==> src/hw/rss_pkg.sv <==
// constants shared by the supervisory and status logic of the serial clock
// assumes a 25 MHz core clock and an AXI4-Lite register port with 8-bit registers in word slots
package rss_pkg;
   // ----------------------------------------
   // clock and timing
   // ----------------------------------------
   localparam int unsigned CLK_KHZ = 25000;
   localparam int unsigned CLK_MHZ = 25;
   localparam int unsigned REC_SLOW_MS = 96;
   localparam int unsigned REC_HALT_MS = 40;
   localparam int unsigned REC_FAST_US = 50;
   localparam int unsigned REC_SLOW_CYC = REC_SLOW_MS * CLK_KHZ;
   localparam int unsigned REC_HALT_CYC = REC_HALT_MS * CLK_KHZ;
   localparam int unsigned REC_FAST_CYC = REC_FAST_US * CLK_MHZ;
   localparam int unsigned REC_W = 22;
   localparam int unsigned MS_TICK_CYC = CLK_KHZ;
   localparam int unsigned MS_W = 15;
   localparam int unsigned CHECK_HOURS = 24;
   localparam int unsigned CHECK_MS = CHECK_HOURS * 3600 * 1000;
   localparam int unsigned CHECK_W = 27;

   // ----------------------------------------
   // register indices (byte address = 4 * index)
   // ----------------------------------------
   localparam int unsigned ADDR_W = 8;
   localparam logic [5:0] IDX_HALT = 6'h01;
   localparam logic [5:0] IDX_CENTURY = 6'h03;
   localparam logic [5:0] IDX_REC = 6'h04;
   localparam logic [5:0] IDX_CTRL = 6'h08;
   localparam logic [5:0] IDX_WDOG = 6'h09;
   localparam logic [5:0] IDX_ALARM = 6'h0a;
   localparam logic [5:0] IDX_FREEZE = 6'h0c;
   localparam logic [5:0] IDX_FLAGS = 6'h0f;
   localparam logic [5:0] IDX_IRQ_STAT = 6'h10;
   localparam logic [5:0] IDX_IRQ_MASK = 6'h11;
   localparam logic [5:0] IDX_SUP_STAT = 6'h12;

   // ----------------------------------------
   // field positions
   // ----------------------------------------
   localparam int unsigned B_HALT = 7;
   localparam int unsigned B_CENT_ALLOW = 7;
   localparam int unsigned B_CENT_FLAG = 6;
   localparam int unsigned B_REC_SEL = 7;
   localparam int unsigned B_GEN_OUT = 7;
   localparam int unsigned B_FREQ_TEST = 6;
   localparam int unsigned B_ALARM_IRQ = 7;
   localparam int unsigned B_SQW_ON = 6;
   localparam int unsigned B_BACKUP_ALARM = 5;
   localparam int unsigned B_FREEZE = 6;
   localparam int unsigned B_BAT_LOW = 4;

   // ----------------------------------------
   // interrupt events
   // ----------------------------------------
   localparam int unsigned EVT_W = 4;
   localparam int unsigned EV_BAT_LOW = 0;
   localparam int unsigned EV_SUP_FAIL = 1;
   localparam int unsigned EV_CENTURY = 2;
   localparam int unsigned EV_REC_DONE = 3;

   // ----------------------------------------
   // bus answers and reset values
   // ----------------------------------------
   localparam logic [1:0] RESP_OKAY = 2'h0;
   localparam logic [1:0] RESP_SLVERR = 2'h2;
   localparam logic [1:0] RESP_DECERR = 2'h3;
   localparam logic [7:0] WDOG_RST = 8'h00;

   typedef enum logic [1:0] {
      S_BACKUP = 2'b00,
      S_RECOVER = 2'b01,
      S_RUN = 2'b11
   } rss_sup_state_t;
endpackage

==> src/hw/rss_top.sv <==
// supervisory and status logic of a serial real-time clock, with an AXI4-Lite register port
// assumes sys_rst_i marks the first application of power; supply and battery levels are pins
//
// Operation
// - supply-fail output low while sense below threshold
// - in backup, comparator off, fail output held low
// - on return, fail high for recovery time
// - century flag toggles at rollover only if allowed
// - shared pin follows general output bit when idle
// - shared pin driven only as open-drain low
// - battery tested at power-up and daily
// - battery-low flag holds until a passing test
// - battery tests only while main supply present
// - recovery-length select bit in register 04h
// - recovery time chosen by select and halt bits
// - writes refused during recovery deselect interval
// - first power-up loads full set of defaults
// - later power-up clears enables, sets freeze bit
module rss_top
   import rss_pkg::*;
#(
   parameter int unsigned REC_SLOW_CYC = rss_pkg::REC_SLOW_CYC,
   parameter int unsigned REC_HALT_CYC = rss_pkg::REC_HALT_CYC,
   parameter int unsigned REC_FAST_CYC = rss_pkg::REC_FAST_CYC,
   parameter int unsigned MS_TICK_CYC = rss_pkg::MS_TICK_CYC,
   parameter int unsigned CHECK_MS = rss_pkg::CHECK_MS
) (
   input wire logic clk_i,
   input wire logic sys_rst_i,
   input wire logic [rss_pkg::ADDR_W-1:0] s_axi_awaddr_i,
   input wire logic [2:0] s_axi_awprot_i,
   input wire logic s_axi_awvalid_i,
   output logic s_axi_awready_o,
   input wire logic [31:0] s_axi_wdata_i,
   input wire logic [3:0] s_axi_wstrb_i,
   input wire logic s_axi_wvalid_i,
   output logic s_axi_wready_o,
   output logic [1:0] s_axi_bresp_o,
   output logic s_axi_bvalid_o,
   input wire logic s_axi_bready_i,
   input wire logic [rss_pkg::ADDR_W-1:0] s_axi_araddr_i,
   input wire logic [2:0] s_axi_arprot_i,
   input wire logic s_axi_arvalid_i,
   output logic s_axi_arready_o,
   output logic [31:0] s_axi_rdata_o,
   output logic [1:0] s_axi_rresp_o,
   output logic s_axi_rvalid_o,
   input wire logic s_axi_rready_i,
   input wire logic supply_sense_i,
   input wire logic vcc_ok_i,
   input wire logic battery_ok_i,
   input wire logic century_rollover_i,
   input wire logic func_pin_low_i,
   input wire logic shared_irq_pin_i,
   output logic supply_fail_out_o,
   output logic shared_irq_pin_o,
   output logic shared_irq_pin_oe_o,
   output logic irq_o,
   output logic oscillator_halt_o,
   output logic update_freeze_o,
   output logic century_flag_o,
   output logic frequency_test_o,
   output logic alarm_irq_allow_o,
   output logic backup_alarm_allow_o,
   output logic square_wave_on_o,
   output logic [7:0] watchdog_o
);
   import rss_pkg::*;

   // ----------------------------------------
   // pin synchronisers and timebase
   // ----------------------------------------
   logic sense_s;
   logic vcc_ok_s;
   logic bat_ok_s;
   logic pin_s;
   logic ms_tick;
   logic day_tick;
   rss_sup_state_t state_reg;

   // comparator result enters the clock domain only through two flops
   rss_sync #(.W(4)) u_sync (
      .clk_i(clk_i),
      .sys_rst_i(sys_rst_i),
      .async_i({supply_sense_i, vcc_ok_i, battery_ok_i, shared_irq_pin_i}),
      .sync_o({sense_s, vcc_ok_s, bat_ok_s, pin_s})
   );

   rss_tick #(.W(MS_W), .N(MS_TICK_CYC)) u_ms (
      .clk_i(clk_i),
      .sys_rst_i(sys_rst_i),
      .en_i(1'b1),
      .clr_i(1'b0),
      .tick_o(ms_tick)
   );

   // the daily schedule restarts whenever main supply is lost
   rss_tick #(.W(CHECK_W), .N(CHECK_MS)) u_day (
      .clk_i(clk_i),
      .sys_rst_i(sys_rst_i),
      .en_i(ms_tick && state_reg == S_RUN),
      .clr_i(!vcc_ok_s),
      .tick_o(day_tick)
   );

   // ----------------------------------------
   // control registers
   // ----------------------------------------
   logic century_allow_reg;
   logic century_flag_reg;
   logic rec_sel_reg;
   logic gen_out_bit_reg;
   logic freq_test_reg;
   logic [7:0] wdog_reg;
   logic alarm_allow_reg;
   logic sqw_on_reg;
   logic backup_alarm_reg;
   logic halt_reg;
   logic freeze_reg;
   logic bat_low_reg;
   logic [EVT_W-1:0] irq_stat_reg;
   logic [EVT_W-1:0] irq_mask_reg;
   logic [EVT_W-1:0] evt;

   // ----------------------------------------
   // write channel
   // ----------------------------------------
   logic aw_hold_reg;
   logic [5:0] aw_idx_reg;
   logic w_hold_reg;
   logic [7:0] w_data_reg;
   logic w_lane_reg;
   logic wr_go;
   logic wr_en;
   logic [7:0] wd;

   function automatic logic is_mapped(input logic [5:0] idx);
      return idx == IDX_HALT || idx == IDX_CENTURY || idx == IDX_REC || idx == IDX_CTRL ||
             idx == IDX_WDOG || idx == IDX_ALARM || idx == IDX_FREEZE || idx == IDX_FLAGS ||
             idx == IDX_IRQ_STAT || idx == IDX_IRQ_MASK || idx == IDX_SUP_STAT;
   endfunction

   assign s_axi_awready_o = !aw_hold_reg && !s_axi_bvalid_o;
   assign s_axi_wready_o = !w_hold_reg && !s_axi_bvalid_o;
   assign wr_go = aw_hold_reg && w_hold_reg && !s_axi_bvalid_o;
   // deselected while supply is away or recovering: the write is answered but not stored
   assign wr_en = wr_go && w_lane_reg && is_mapped(aw_idx_reg) && state_reg == S_RUN;
   assign wd = w_data_reg;

   always_ff @(posedge clk_i or posedge sys_rst_i) begin
      if (sys_rst_i) begin
         aw_hold_reg <= 1'b0;
         aw_idx_reg <= '0;
         w_hold_reg <= 1'b0;
         w_data_reg <= '0;
         w_lane_reg <= 1'b0;
      end else begin
         if (s_axi_awvalid_i && s_axi_awready_o) begin
            aw_hold_reg <= 1'b1;
            aw_idx_reg <= s_axi_awaddr_i[7:2];
         end else if (wr_go) begin
            aw_hold_reg <= 1'b0;
         end
         if (s_axi_wvalid_i && s_axi_wready_o) begin
            w_hold_reg <= 1'b1;
            w_data_reg <= s_axi_wdata_i[7:0];
            w_lane_reg <= s_axi_wstrb_i[0];
         end else if (wr_go) begin
            w_hold_reg <= 1'b0;
         end
      end
   end

   always_ff @(posedge clk_i or posedge sys_rst_i) begin
      if (sys_rst_i) begin
         s_axi_bvalid_o <= 1'b0;
         s_axi_bresp_o <= RESP_OKAY;
      end else if (wr_go) begin
         s_axi_bvalid_o <= 1'b1;
         if (!is_mapped(aw_idx_reg)) begin
            s_axi_bresp_o <= RESP_DECERR;
         end else if (state_reg != S_RUN) begin
            s_axi_bresp_o <= RESP_SLVERR;
         end else begin
            s_axi_bresp_o <= RESP_OKAY;
         end
      end else if (s_axi_bready_i) begin
         s_axi_bvalid_o <= 1'b0;
      end
   end

   // ----------------------------------------
   // supply state and recovery timer
   // ----------------------------------------
   logic [REC_W-1:0] rec_cnt_reg;
   logic [REC_W-1:0] rec_len;
   logic power_up;

   always_comb begin
      if (rec_sel_reg) begin
         rec_len = REC_W'(REC_FAST_CYC);
      end else if (halt_reg) begin
         rec_len = REC_W'(REC_HALT_CYC);
      end else begin
         rec_len = REC_W'(REC_SLOW_CYC);
      end
   end

   assign power_up = state_reg == S_BACKUP && vcc_ok_s;

   always_ff @(posedge clk_i or posedge sys_rst_i) begin
      if (sys_rst_i) begin
         state_reg <= S_BACKUP;
         rec_cnt_reg <= '0;
      end else begin
         unique case (state_reg)
            S_BACKUP: begin
               if (vcc_ok_s) begin
                  state_reg <= S_RECOVER;
                  rec_cnt_reg <= rec_len;
               end
            end
            S_RECOVER: begin
               if (!vcc_ok_s) begin
                  state_reg <= S_BACKUP;
               end else if (rec_cnt_reg <= REC_W'(1)) begin
                  state_reg <= S_RUN;
               end else begin
                  rec_cnt_reg <= rec_cnt_reg - 1'b1;
               end
            end
            S_RUN: begin
               if (!vcc_ok_s) begin
                  state_reg <= S_BACKUP;
               end
            end
            default: begin
               state_reg <= S_BACKUP;
            end
         endcase
      end
   end

   // held low from reset: no supply is assumed good until recovery begins
   always_ff @(posedge clk_i or posedge sys_rst_i) begin
      if (sys_rst_i) begin
         supply_fail_out_o <= 1'b0;
      end else if (state_reg == S_BACKUP || !vcc_ok_s) begin
         supply_fail_out_o <= 1'b0;
      end else if (state_reg == S_RECOVER) begin
         supply_fail_out_o <= 1'b1;
      end else begin
         supply_fail_out_o <= sense_s;
      end
   end

   // ----------------------------------------
   // control bits and power-up defaults
   // ----------------------------------------
   always_ff @(posedge clk_i or posedge sys_rst_i) begin
      if (sys_rst_i) begin
         rec_sel_reg <= 1'b0;
         halt_reg <= 1'b1;
         gen_out_bit_reg <= 1'b1;
      end else if (wr_en) begin
         if (aw_idx_reg == IDX_REC) begin
            rec_sel_reg <= wd[B_REC_SEL];
         end
         if (aw_idx_reg == IDX_HALT) begin
            halt_reg <= wd[B_HALT];
         end
         if (aw_idx_reg == IDX_CTRL) begin
            gen_out_bit_reg <= wd[B_GEN_OUT];
         end
      end
   end

   always_ff @(posedge clk_i or posedge sys_rst_i) begin
      if (sys_rst_i) begin
         freq_test_reg <= 1'b0;
         wdog_reg <= WDOG_RST;
         alarm_allow_reg <= 1'b0;
         sqw_on_reg <= 1'b0;
         backup_alarm_reg <= 1'b0;
         freeze_reg <= 1'b1;
      end else if (power_up) begin
         freq_test_reg <= 1'b0;
         wdog_reg <= WDOG_RST;
         alarm_allow_reg <= 1'b0;
         sqw_on_reg <= 1'b0;
         backup_alarm_reg <= 1'b0;
         freeze_reg <= 1'b1;
      end else if (wr_en) begin
         if (aw_idx_reg == IDX_CTRL) begin
            freq_test_reg <= wd[B_FREQ_TEST];
         end
         if (aw_idx_reg == IDX_WDOG) begin
            wdog_reg <= wd;
         end
         if (aw_idx_reg == IDX_ALARM) begin
            alarm_allow_reg <= wd[B_ALARM_IRQ];
            sqw_on_reg <= wd[B_SQW_ON];
            backup_alarm_reg <= wd[B_BACKUP_ALARM];
         end
         if (aw_idx_reg == IDX_FREEZE) begin
            freeze_reg <= wd[B_FREEZE];
         end
      end
   end

   // a rollover in the cycle of a write toggles the freshly written flag if the written allow bit is set
   always_ff @(posedge clk_i or posedge sys_rst_i) begin
      if (sys_rst_i) begin
         century_allow_reg <= 1'b0;
         century_flag_reg <= 1'b0;
      end else begin
         if (wr_en && aw_idx_reg == IDX_CENTURY) begin
            century_allow_reg <= wd[B_CENT_ALLOW];
            century_flag_reg <= wd[B_CENT_FLAG] ^ (century_rollover_i && wd[B_CENT_ALLOW]);
         end else if (century_rollover_i && century_allow_reg) begin
            century_flag_reg <= !century_flag_reg;
         end
      end
   end

   // ----------------------------------------
   // battery monitor
   // ----------------------------------------
   logic bat_test;

   assign bat_test = power_up || day_tick;

   always_ff @(posedge clk_i or posedge sys_rst_i) begin
      if (sys_rst_i) begin
         bat_low_reg <= 1'b0;
      end else if (bat_test) begin
         bat_low_reg <= !bat_ok_s;
      end
   end

   // ----------------------------------------
   // shared pin and interrupt
   // ----------------------------------------
   logic pin_is_gen_out;

   // with the alarm, test and watchdog functions idle the pin is a plain output
   assign pin_is_gen_out = !freq_test_reg && !alarm_allow_reg && wdog_reg == WDOG_RST;
   assign shared_irq_pin_o = 1'b0;

   always_ff @(posedge clk_i or posedge sys_rst_i) begin
      if (sys_rst_i) begin
         shared_irq_pin_oe_o <= 1'b0;
      end else if (pin_is_gen_out) begin
         shared_irq_pin_oe_o <= !gen_out_bit_reg;
      end else begin
         shared_irq_pin_oe_o <= func_pin_low_i;
      end
   end

   assign evt[EV_BAT_LOW] = bat_test && !bat_ok_s;
   assign evt[EV_SUP_FAIL] = state_reg == S_RUN && (!sense_s || !vcc_ok_s) && supply_fail_out_o;
   assign evt[EV_CENTURY] = century_rollover_i && century_allow_reg;
   assign evt[EV_REC_DONE] = state_reg == S_RECOVER && vcc_ok_s && rec_cnt_reg <= REC_W'(1);

   // set wins over a clearing write in the same cycle
   always_ff @(posedge clk_i or posedge sys_rst_i) begin
      if (sys_rst_i) begin
         irq_stat_reg <= '0;
         irq_mask_reg <= '0;
      end else begin
         if (wr_en && aw_idx_reg == IDX_IRQ_STAT) begin
            irq_stat_reg <= (irq_stat_reg & ~wd[EVT_W-1:0]) | evt;
         end else begin
            irq_stat_reg <= irq_stat_reg | evt;
         end
         if (wr_en && aw_idx_reg == IDX_IRQ_MASK) begin
            irq_mask_reg <= wd[EVT_W-1:0];
         end
      end
   end

   assign irq_o = |(irq_stat_reg & irq_mask_reg);

   // ----------------------------------------
   // read channel
   // ----------------------------------------
   logic [7:0] rd_byte;
   logic [5:0] rd_idx;

   assign rd_idx = s_axi_araddr_i[7:2];
   assign s_axi_arready_o = !s_axi_rvalid_o;

   always_comb begin
      rd_byte = '0;
      unique case (rd_idx)
         IDX_HALT: rd_byte[B_HALT] = halt_reg;
         IDX_CENTURY: rd_byte = {century_allow_reg, century_flag_reg, 6'h00};
         IDX_REC: rd_byte[B_REC_SEL] = rec_sel_reg;
         IDX_CTRL: rd_byte = {gen_out_bit_reg, freq_test_reg, 6'h00};
         IDX_WDOG: rd_byte = wdog_reg;
         IDX_ALARM: rd_byte = {alarm_allow_reg, sqw_on_reg, backup_alarm_reg, 5'h00};
         IDX_FREEZE: rd_byte[B_FREEZE] = freeze_reg;
         IDX_FLAGS: rd_byte[B_BAT_LOW] = bat_low_reg;
         IDX_IRQ_STAT: rd_byte[EVT_W-1:0] = irq_stat_reg;
         IDX_IRQ_MASK: rd_byte[EVT_W-1:0] = irq_mask_reg;
         IDX_SUP_STAT: rd_byte = {2'h0, pin_s, bat_ok_s, sense_s, supply_fail_out_o, state_reg};
         default: rd_byte = '0;
      endcase
   end

   always_ff @(posedge clk_i or posedge sys_rst_i) begin
      if (sys_rst_i) begin
         s_axi_rvalid_o <= 1'b0;
         s_axi_rdata_o <= '0;
         s_axi_rresp_o <= RESP_OKAY;
      end else if (s_axi_arvalid_i && s_axi_arready_o) begin
         s_axi_rvalid_o <= 1'b1;
         s_axi_rdata_o <= {24'h000000, rd_byte};
         s_axi_rresp_o <= is_mapped(rd_idx) ? RESP_OKAY : RESP_DECERR;
      end else if (s_axi_rready_i) begin
         s_axi_rvalid_o <= 1'b0;
      end
   end

   // ----------------------------------------
   // control bits seen by neighbouring blocks
   // ----------------------------------------
   assign oscillator_halt_o = halt_reg;
   assign update_freeze_o = freeze_reg;
   assign century_flag_o = century_flag_reg;
   assign frequency_test_o = freq_test_reg;
   assign alarm_irq_allow_o = alarm_allow_reg;
   assign backup_alarm_allow_o = backup_alarm_reg;
   assign square_wave_on_o = sqw_on_reg;
   assign watchdog_o = wdog_reg;
endmodule

==> src/hw/rss_sync.sv <==
// two-flop synchroniser for a bundle of independent levels
// assumes each bit is a slow level from a pin; bits are not coherent with one another
module rss_sync #(
   parameter int unsigned W = 1
) (
   input wire logic clk_i,
   input wire logic sys_rst_i,
   input wire logic [W-1:0] async_i,
   output logic [W-1:0] sync_o
);
   logic [W-1:0] meta_reg;

   always_ff @(posedge clk_i or posedge sys_rst_i) begin
      if (sys_rst_i) begin
         meta_reg <= '0;
         sync_o <= '0;
      end else begin
         meta_reg <= async_i;
         sync_o <= meta_reg;
      end
   end
endmodule

==> src/hw/rss_tick.sv <==
// free counter that emits a one-cycle enable every N counted cycles
// assumes en_i and clr_i come from the same clock domain
module rss_tick #(
   parameter int unsigned W = 16,
   parameter int unsigned N = 1000
) (
   input wire logic clk_i,
   input wire logic sys_rst_i,
   input wire logic en_i,
   input wire logic clr_i,
   output logic tick_o
);
   localparam logic [W-1:0] LAST = W'(N - 1);
   logic [W-1:0] cnt_reg;

   always_ff @(posedge clk_i or posedge sys_rst_i) begin
      if (sys_rst_i) begin
         cnt_reg <= '0;
         tick_o <= 1'b0;
      end else begin
         tick_o <= 1'b0;
         if (clr_i) begin
            cnt_reg <= '0;
         end else if (en_i) begin
            if (cnt_reg == LAST) begin
               cnt_reg <= '0;
               tick_o <= 1'b1;
            end else begin
               cnt_reg <= cnt_reg + 1'b1;
            end
         end
      end
   end
endmodule

==> config.mk <==
export PLATFORM = sky130hd
export DESIGN_NAME = rss_top
export DESIGN_NICKNAME = d
export VERILOG_FILES = /design/src/hw/rss_pkg.sv /design/src/hw/rss_top.sv /design/src/hw/rss_sync.sv /design/src/hw/rss_tick.sv
export SDC_FILE = /design/constraint.sdc
export NUM_CORES = 1
export LEC_CHECK = 0
export BUFFER_PORTS_ARGS = -buffer_cell sky130_fd_sc_hd__buf_4
export CORE_ASPECT_RATIO = 0.9
export CORE_MARGIN = 3
export CORE_UTILIZATION = 35
export CTS_CLUSTER_DIAMETER = 30
export DETAILED_ROUTE_END_ITERATION = 6
export REMOVE_ABC_BUFFERS = 1
export SKIP_LAST_GASP = 1
export SYNTH_ARGS = -nofsm -noshare
export SYNTH_HDL_FRONTEND = slang
export SYNTH_HIERARCHICAL = 1
export SYNTH_SLANG_ARGS = --single-unit
==> constraint.sdc <==
create_clock -name clk_i -period 3.24 [get_ports clk_i]
set_input_delay 0.162 -clock clk_i [delete_from_list [all_inputs] [get_ports clk_i]]
set_output_delay 0.162 -clock clk_i [all_outputs]
set_load 0.02 [all_outputs]
==> results of run 1 <==
-- stage by stage --
step           power (mW)  cell area [sq um]  hold WS, ns  worst slack (ns)  utilization
2_1_floorplan       2.568               6979     -0.02234            0.8325            -
3_3_place_gp        2.837               7878       0.1929            0.7767       0.3917
3_5_place_dp        2.856               7878       0.1877            0.7593       0.3917
4_1_cts             4.849               8710      0.03300            0.7531       0.4331
5_1_grt             5.030               8710      0.07471            0.6096       0.4331
6_report            4.789               8710      0.06035            0.7581       0.4331
-- cell type report --
cell class / count / share of cell area
Timing Repair Buffer: 101 / 0.09395
Clock inverter: 15 / 0.01911
Inverter: 17 / 0.007470
Sequential cell: 135 / 0.3883
Tap cell: 255 / 0.03663
Multi-Input combinational cell: 565 / 0.4057
Clock buffer: 17 / 0.04884
-- power by group --
part	switching (mW)	total, mW	internal (mW)
clock	0.785	1.93	1.15
sequential	0.245	2.10	1.85
combinational	0.405	0.756	0.350
total	1.43	4.79	3.35
-- layout by cell type (no fill, tap or decap), drive strengths merged, types with 5 or more instances in the layout --
master / instances
nor2b: 9
dfrtp: 132
nand4: 24
nor3b: 5
and3: 8
a21oi: 48
clkinv: 6
and2: 6
or3: 9
nand3: 16
xor2: 14
nand2b: 8
nor4: 13
and4: 7
conb: 28
buf: 77
o21ai: 42
or4: 15
a22o: 5
nor4b: 5
a31oi: 11
o31ai: 8
dlygate4sd3: 24
mux2i: 20
xnor2: 12
nand2: 57
mux2: 23
o22ai: 6
clkbuf: 17
nor3: 22
nor2: 78
inv: 22
a22oi: 7
-- worst reg2reg max path, stage by stage, from the launching register on --
cell and delay [ns]:
dfrtp_1 0.42, or4_1 0.63, or4_4 0.58, o21ai_4 0.15, buf_4 0.31, nor2_1 0.10
o22a_1 0.18
-- metal layers --
| metal | GRT usage | up-vias | wire length (um) |
|---|---|---|---|
| met3 | 0.03588 | 11 | 767 |
| met5 | 0 | - | 0 |
| met2 | 0.2319 | 127 | 7665 |
| met1 | 0.2416 | 2880 | 8691 |
| li1 | - | 2876 | - |
| met4 | 0.04110 | 0 | 118 |
-- how the worst max path moves through the flow --
| stage | from | to | cells after the start |
|---|---|---|---|
| floorplan | rec_cnt_reg[10]$_DFFE_PP0P_ | rec_cnt_reg[10]$_DFFE_PP0P_ | 5 |
| global placement | rec_cnt_reg[10]$_DFFE_PP0P_ | rec_cnt_reg[10]$_DFFE_PP0P_ | 6 |
| detailed placement | rec_cnt_reg[10]$_DFFE_PP0P_ | rec_cnt_reg[9]$_DFFE_PP0P_ | 6 |
| CTS | rec_cnt_reg[10]$_DFFE_PP0P_ | rec_cnt_reg[10]$_DFFE_PP0P_ | 6 |
| global route | rec_cnt_reg[10]$_DFFE_PP0P_ | rec_cnt_reg[4]$_DFFE_PP0P_ | 5 |
| finish | rec_cnt_reg[10]$_DFFE_PP0P_ | rec_cnt_reg[10]$_DFFE_PP0P_ | 6 |
-- cell families (layout without fill, tap and decap cells) --
group / count (synthesis) / count (layout) / share of synthesized area
flops: 135 / 135 / 0.4689
simple gates: 300 / 300 / 0.2257
xor+xnor: 26 / 26 / 0.03158
buf+inv: 72 / 150 / 0.05465
other cells: 2 / 28 / 0.001041
compound gates: 164 / 164 / 0.1475
mux: 43 / 43 / 0.06367
fa+ha+maj: 4 / 4 / 0.006940
-- synth_stat cells (6+ instances only) --
library cell  number
a22oi_1            7
buf_2              6
and4_1             7
mux2_2            23
nand2b_1           8
nor3_1            22
nand3_1           16
nand4_1           20
and3_1             8
xnor2_1           12
or3_1              9
xor2_1            14
o21ai_0           41
nor4_1            13
buf_4             29
mux2i_1           20
and2_1             6
nor2_1            78
a21oi_1           47
o31ai_1            8
clkbuf_1          18
inv_1             17
dfrtp_1          132
a31oi_1           11
nand2_1           57
o22ai_1            6
nor2b_1            9
or4_1             14
==> flow_metrics.tcl, run 1 <==
set metrics [dict create \
    status "finished, final reports clean" \
    yosysTopAreaCell "dfrtp_1" \
    grt_pass1_vias 5366 \
    syn_area_sq_mm 0.007212 \
    vdd_ir_drop_max_mv 0.2634 \
    synth_warnings 6 \
    cp_slowest_cell "or4_1" \
    vias 5894 \
    coreArea_sq_mm 0.02011 \
    cp_max_fo 36 \
    gp_congestion 0.8529 \
    root_buffer "clkbuf_16" \
    wire_per_inst_um 15.60 \
    ys_ff_latch 135 \
    first_pass_iters 4 \
    holdBufCountCts 24 \
    fill_cells 1934 \
    clk_pin_slew_ns 0.06 \
    r2r_slack_ns 0.76 \
    crit_buf_inv 1 \
    setup_viol 0 \
    cts_made_buffers 17 \
    drv_cap 0 \
    grt_use_total 0.1599 \
    clock-sinks 135 \
    grt-ovfl-total 0 \
    period_share 0.7660 \
    dp_cells 1049 \
    io_pins 131 \
    yosysUniqueCellTypes 73 \
    die_h_um 142.2 \
    postSynthAreaPerCell_sq_um 9.667 \
    finalSetupTns_ns 0 \
    cp_top_family "simple AND/OR/NAND/NOR gates" \
    cts_resized 0 \
    wl_um 17240 \
    ant_nets 0 \
    slew_viol_final 0 \
    crit_type "reg2reg" \
    h-tree-depth 4 \
    fin_crit_ns 2.482 \
    whs_endpoint "s_axi_rresp_o[0]$_DFFE_PP0P_" \
    cts_setup_buffers 0 \
    grt_max_degree 37 \
    p_leak_nw 3.706 \
    tightest_slew_ns 1.154 \
    critPathArrivalTime_ns 2.79 \
    drive_gt1_frac 0.1765 \
    max_clock_freq_mhz 402.9 \
    synthArstFlopShare 1.000 \
    dieArea_sq_mm 0.02237 \
    clockBufferDepth 2 \
    viasPerCell 5.334 \
    fp-row-count 49 \
    start_util 0.3586 \
    area_delta_synth_final_pct 20.77 \
    clk_latency_ns 0.42 \
    crit_path_end_kind "flip-flop" \
    antenna_cells 0 \
    hold_viol_final 0 \
    powerDensity_mw_per_mm2 549.8 \
    largest_reg_flops 27 \
    postSynthCellCount 746 \
    hp-start "s_axi_araddr_i[7]" \
    hold_class "in2reg" \
    relSlewSlack 0.2296 \
    cp-start-kind "flip-flop" \
    antenna_found_initial 0 \
    synth.top_cell.area_share 0.4580 \
    path_cells "or4_1 -> or4_4 -> o21ai_4 -> buf_4 -> nor2_1 -> o22a_1" \
    r2r-end "rec_cnt_reg[10]$_DFFE_PP0P_" \
    rsz0062_at_grt "no" \
    stdcell_count 1105 \
    place_hpwl_um 12230 \
    ys.flop_type "dfrtp_1" \
    min_path_cells 3 \
    seq_area_frac_synth 0.4689 \
    r2r-start "rec_cnt_reg[10]$_DFFE_PP0P_" \
    multiInputGateArea_sq_mm 0.003533 \
    port_buffers 68 \
    tritoncts "yes" \
    fin_skew_ns 0.009732 \
    rr_worst_depth 6 \
    synth.area.top_cells "dfrtp_1 46%, nor2_1 4.1%, mux2_2 3.6%" \
    fp.dieW_um 157.3 \
    nets 912 \
    drt_first_iter_violations 451 \
    synth_edf_count 0 \
    drc 0 \
    slowest_delay_ns 0.63 \
    cp_data_required_time_ns 3.54 \
    register_area_sq_mm 0.003382 \
    grt_pass1_wl_um 28650 \
]
(Power assumes the default switching activity.)
==> run 2, diff against run 1 <==
clock period = 2.1 ns   (was 3.24 ns; I/O delays follow)
==> run 2 against run 1 <==
The run now ends with negative setup slack left; first-iteration DRC count fell by 7.5%; via count is 4.9% higher; sequential cell count stayed put; global-route usage rose by 0.61 points; design area increased by 6.1%; worst setup slack got worse by 0.84 ns; sequential share of layout area fell by 2.2 points; total power grew 56%; clock power grew 48%; register-to-register slack got worse by 0.84 ns; non-clock buffer count rose by 56; maximum frequency rose by 14%; largest power group unchanged; highest routed layer unchanged.
==> flow_metrics.tcl, run 2 (synthesis gave the netlist of run 1 again) <==
set metrics [dict create \
    status "finished with violations" \
    violations "negative setup slack" \
    postPlaceCellArea_sq_mm 0.008298 \
    root_buffer "clkbuf_16" \
    slew_viol_final 0 \
    dieArea_sq_mm 0.02237 \
    max_clock_freq_mhz 457.6 \
    wire_per_inst_um 15.54 \
    antenna_found_initial 0 \
    gp_congestion 0.8469 \
    viasPerCell 5.327 \
    fin_crit_ns 2.185 \
    switching_power_mw 2.265 \
    clock-sinks 135 \
    relSlewSlack 0.5115 \
    ant_nets 0 \
    start_util 0.3586 \
    drive_gt1_frac 0.2472 \
    tritoncts "yes" \
    place_hpwl_um 12930 \
    grt_pass1_wl_um 30160 \
    fin_skew_ns 0.01348 \
    stdcell_count 1161 \
    largest_reg_flops 27 \
    fp.dieW_um 157.3 \
    crit_type "reg2reg" \
    power_frac_comb 0.187 \
    grt_pass1_vias 5970 \
    mostFrequentLayoutCells "132 x dfrtp_1, 122 x buf_4, 74 x nor2_1" \
    crit_path_end_kind "flip-flop" \
    vias 6185 \
    fill_cells 1912 \
    p_leak_nw 3.985 \
    cts_made_buffers 17 \
    wl_um 18040 \
    critPathArrivalTime_ns 2.48 \
    hold_class "in2reg" \
    grt_use_total 0.1660 \
    vdd_ir_drop_max_mv 0.5337 \
    fp-row-count 49 \
    cp_max_fo 7 \
    p_sw_frac 0.3034 \
    antenna_cells 0 \
    drc 0 \
    nets 968 \
    seqPwrFrac 0.430 \
    clock_power_share 0.383 \
    clk_pin_slew_ns 0.07 \
    port_buffers 68 \
    die_h_um 142.2 \
    drv_cap 0 \
    area_delta_synth_final_pct 28.14 \
    clockBufferDepth 2 \
    period_share 1.041 \
    dp_slack_ns -0.1170 \
    coreArea_sq_mm 0.02011 \
    setup_viol 21 \
    rsz0062_at_grt "yes" \
    grt_max_degree 57 \
    grt-ovfl-total 0 \
    cp_data_required_time_ns 2.40 \
    h-tree-depth 4 \
    p_int_mw 5.201 \
    layout_commonest_cell "dfrtp_1" \
    hold_viol_final 0 \
    powerDensity_mw_per_mm2 807.9 \
    cp-start-kind "flip-flop" \
    setup_slack_ns -0.08547 \
    first_pass_iters 5 \
    dp_cells 1100 \
    tightest_slew_ns 0.7311 \
    finish.instance_area_sq_mm 0.009241 \
    finalSetupTns_ns -1.145 \
    clk_latency_ns 0.42 \
    io_pins 131 \
    drt_first_iter_violations 417 \
]
## run 2: cell count changes in the layout (fill, tap and decap cells not counted), moves of 4 or more
cell and change:
buf_6 +5, o21ai_0 -4, nor2_1 -4, or4_1 -4, buf_4 +45, or4_4 +4
## run 2: area by class of cell
| class | count | area [sq um] | area share |
|---|---|---|---|
| multi-input combinational | 565 | 3617 | 0.3914 |
| clock inverter | 14 | 136.4 | 0.01476 |
| tap | 255 | 319.1 | 0.03452 |
| inverter | 17 | 65.06 | 0.007040 |
| clock buffer | 18 | 429.2 | 0.04644 |
| sequential | 135 | 3382 | 0.3660 |
| timing repair buffer | 157 | 1292 | 0.1399 |
## run 2: timing repair
action | 4_1_cts | 5_1_grt
endpoints found under the hold margin | 102 | 0
cloned | 2 | 0
endpoints found under the setup margin | 16 | 34
hold buffers | 25 | 0
buffers inserted | 1 | 1
pin swaps | 13 | 2
gates resized for setup | 12 | 19
## run 2: critical path: stages, from the launching register on
cell     delay [ns]
dfrtp_1        0.38
or4_4          0.54
or4_4          0.55
o21ai_4        0.24
buf_6          0.18
nor2_2         0.03
o22a_1         0.15
## run 2: power by group through the flow
stage          combinational [mW]  clock [mW]  sequential, mW
2_1_floorplan               0.780           0            3.18
3_3_place_gp                 1.30           0            3.23
3_5_place_dp                 1.31           0            3.24
4_1_cts                      1.38        2.95            3.19
5_1_grt                      1.54        3.10            3.25
6_report                     1.39        2.86            3.21
## run 2: routing by layer
layer | wire, um | GRT usage
met4 | 194 | 0.04384
met1 | 8905 | 0.2394
met2 | 8142 | 0.2500
met3 | 797 | 0.04196
met5 | 0 | 0
## run 2: final timing paths
check	startpoint	end	slack, ns	depth (start not counted)
worst min-delay path	s_axi_araddr_i[6]	s_axi_rdata_o[7]$_DFFE_PP0P_	0.06	3
max in group asynchronous	sys_rst_i	oscillator_halt_o$_DFFE_PP1P_	1.11	4
worst max register to register	rec_cnt_reg[5]$_DFFE_PP0P_	rec_cnt_reg[10]$_DFFE_PP0P_	-0.09	6
min in group asynchronous	sys_rst_i	u_sync/meta_reg[2]$_DFF_PP0_	0.26	3
worst min register to register	u_sync/meta_reg[0]$_DFF_PP0_	u_sync/sync_o[0]$_DFF_PP0_	0.35	0
worst max-delay path	rec_cnt_reg[5]$_DFFE_PP0P_	rec_cnt_reg[10]$_DFFE_PP0P_	-0.09	6
## run 2: stage by stage
stage                     power [mW]  utilization  hold WS (ns)
after global placement         4.526       0.4126        0.1415
after CTS                      7.517       0.4560       0.03824
after floorplan                3.962            -      -0.07934
final                          7.466       0.4596       0.05605
after detailed placement       4.551       0.4126        0.1423
after global routing           7.887       0.4596       0.05180
==> run 3, diff against run 2 <==
ABC_AREA = 1   (was unset)
CORE_UTILIZATION = 50   (was 35)
PLACE_DENSITY = 0.75   (was unset)
==> run 3 against run 2 <==
The run now ends clean; final cell count up 24%; clock power up 14%; register-to-register slack better by 0.28 ns; global-route usage up 7.2 points; sequential share of layout area down 1.2 points; maximum frequency up 15%; total power up 9.2%; worst hold slack worse by 0.021 ns; count of clock-buffer cells in the layout up 1; routed wire length up 12%; combinational power up 24%; sequential power down 2%; largest power group is now the clock network.
==> flow_metrics.tcl, run 3 <==
set metrics [dict create \
    status "finished, final reports clean" \
    syn_area_sq_mm 0.007938 \
    cp_data_required_time_ns 2.46 \
    p_total_mw 8.153 \
    yosysTopAreaCell "dfrtp_1" \
    dp_cells 1381 \
    cts_setup_buffers 0 \
    fp-row-count 43 \
    setup_viol 0 \
    postSynthCellCount 1105 \
    hp-start "century_rollover_i" \
    synth_warnings 6 \
    vias 7367 \
    rsz0062_at_grt "yes" \
    drt_first_iter_violations 508 \
    period_share 0.9068 \
    rr_worst_depth 8 \
    start_util 0.5123 \
    grt_max_degree 33 \
    synth.area.top_cells "dfrtp_1 42%, nand2_1 14%, nor2_1 9.0%" \
    port_buffers 68 \
    yosysMostFrequentCell "nand2_1" \
    p_leak_nw 4.730 \
    stdcell_count 1436 \
    vdd_ir_drop_max_mv 0.5841 \
    synthArstFlopShare 1.000 \
    layout_commonest_cell "nand2_1" \
    largest_reg_flops 27 \
    slew_viol_final 0 \
    final_util 0.6177 \
    fin_skew_ns 0.01278 \
    wire_per_inst_um 14.08 \
    nets 1296 \
    ys_ff_latch 135 \
    grt_pass1_wl_um 34010 \
    tritoncts "yes" \
    fp.dieW_um 138.8 \
    critPathArrivalTime_ns 2.26 \
    r2r-end "watchdog_o[4]$_DFFE_PP0P_" \
    drc 0 \
    antenna_found_initial 0 \
    die_h_um 125.5 \
    io_pins 131 \
    cts_made_buffers 17 \
    viasPerCell 5.130 \
    first_pass_iters 5 \
    coreArea_sq_mm 0.01549 \
    cp_max_fo 11 \
    clk_pin_slew_ns 0.06 \
    dieArea_sq_mm 0.01742 \
    gp_congestion 0.9259 \
    synth.top_cell.area_share 0.4161 \
    relSlewSlack 0.5914 \
    hold_viol_final 0 \
    crit_type "reg2reg" \
    tightest_slew_ns 0.6122 \
    grt_pass1_vias 6920 \
    r2r_slack_ns 0.20 \
    crit_path_end_kind "flip-flop" \
    antenna_cells 0 \
    h-tree-depth 4 \
    place_hpwl_um 14940 \
    postSynthAreaPerCell_sq_um 7.183 \
    yosysUniqueCellTypes 45 \
    whs_ns 0.03542 \
    area_delta_synth_final_pct 20.59 \
    mostFrequentLayoutCells "296 x nand2_1, 188 x nor2_1, 131 x dfrtp_1" \
    cp-start-kind "flip-flop" \
    grt_use_total 0.2383 \
    seq_area_frac_synth 0.4261 \
    fin_crit_ns 1.904 \
    finish.instance_area_sq_mm 0.009572 \
    synth_edf_count 0 \
    drv_cap 0 \
    synthTopCellsByCount "296 x nand2_1, 190 x nor2_1, 132 x dfrtp_1" \
    r2r-start "u_sync/sync_o[2]$_DFF_PP0_" \
    postPlaceCellArea_sq_mm 0.008681 \
    whs_endpoint "irq_stat_reg[2]$_DFF_PP0_" \
    min_path_cells 3 \
    wl_um 20220 \
    clk_latency_ns 0.42 \
    drive_gt1_frac 0.1418 \
    wl_met3_um 1110 \
    ys.flop_type "dfrtp_1" \
    grt-ovfl-total 0 \
    routed-wl-met2_um 9490 \
    highest_layer "met4" \
    ant_nets 0 \
    max_clock_freq_mhz 525.2 \
    clock-sinks 135 \
    wl_met1_um 9265 \
    hold_class "in2reg" \
    powerDensity_mw_per_mm2 851.7 \
    root_buffer "clkbuf_16" \
    clockBufferDepth 2 \
]
run 3: worst max path at each step:
stage	from	endpoint	slack [ns]	cells past startpoint
after floorplan	sys_rst_i	alarm_irq_allow_o$_DFFE_PP0P_	-0.14	1
after global placement	state_reg[1]$_DFFE_PP0P_	u_day/cnt_reg[17]$_DFFE_PP0P_	0.20	10
after detailed placement	state_reg[1]$_DFFE_PP0P_	u_day/cnt_reg[11]$_DFFE_PP0P_	0.17	9
after CTS	state_reg[1]$_DFFE_PP0P_	u_day/cnt_reg[11]$_DFFE_PP0P_	0.16	9
after global routing	u_sync/sync_o[2]$_DFF_PP0_	watchdog_o[3]$_DFFE_PP0P_	-0.006	8
final	u_sync/sync_o[2]$_DFF_PP0_	watchdog_o[4]$_DFFE_PP0P_	0.20	8
run 3: routing by layer:
| layer | vias up | GRT usage |
|---|---|---|
| met5 | - | 0 |
| met4 | 0 | 0.06617 |
| met3 | 32 | 0.05277 |
| met2 | 219 | 0.3793 |
| met1 | 3424 | 0.3312 |
| li1 | 3692 | - |
run 3: report_power, final:
group / switching (mW) / internal, mW / total, mW
Combinational: 1.14 / 0.590 / 1.73
Clock: 1.20 / 2.07 / 3.27
Sequential: 0.255 / 2.90 / 3.15
run 3: final cells by class:
type,instances,area (sq um)
clock buffers,19,452.9
clock inverters,13,196.4
fillers,1382,5923
inverters,136,516.7
multi-input cells,825,3879
flip-flops and latches,135,3383
well taps,202,252.7
repair buffers,106,890.9
run 3: through the flow:
step | TNS (ns) | setup slack [ns]
3_5_place_dp | 0 | 0.1714
6_report | 0 | 0.1958
2_1_floorplan | -10.95 | -0.1368
3_3_place_gp | 0 | 0.1968
4_1_cts | 0 | 0.1579
5_1_grt | -0.01055 | -0.006290
run 3: cell families (layout without fill, tap and decap cells):
kind of cell | after synthesis | count (layout) | share of synthesized area
buffers and inverters | 175 | 274 | 0.1007
and+or+nand+nor | 663 | 663 | 0.3715
xor gates and xnor gates | 18 | 18 | 0.01986
DFF | 135 | 135 | 0.4261
adders and majority gates | 4 | 4 | 0.006305
other | 2 | 32 | 0.0009461
AOI/OAI and AO/OA | 108 | 108 | 0.07456
run 3: repair_timing:
item | CTS | global route
endpoints found under the hold margin | 101 | 0
hold buffers | 23 | 0
endpoints found under the setup margin | 0 | 10
resized for setup | 0 | 4
run 3: critical path, stage by stage, from the launching register on:
cell and delay (ns):
dfrtp_1 0.35, inv_1 0.14, nor2_2 0.25, inv_1 0.13, nor2_4 0.24, inv_1 0.24, nand2_1 0.26, nand3_1 0.14
nand2_1 0.08
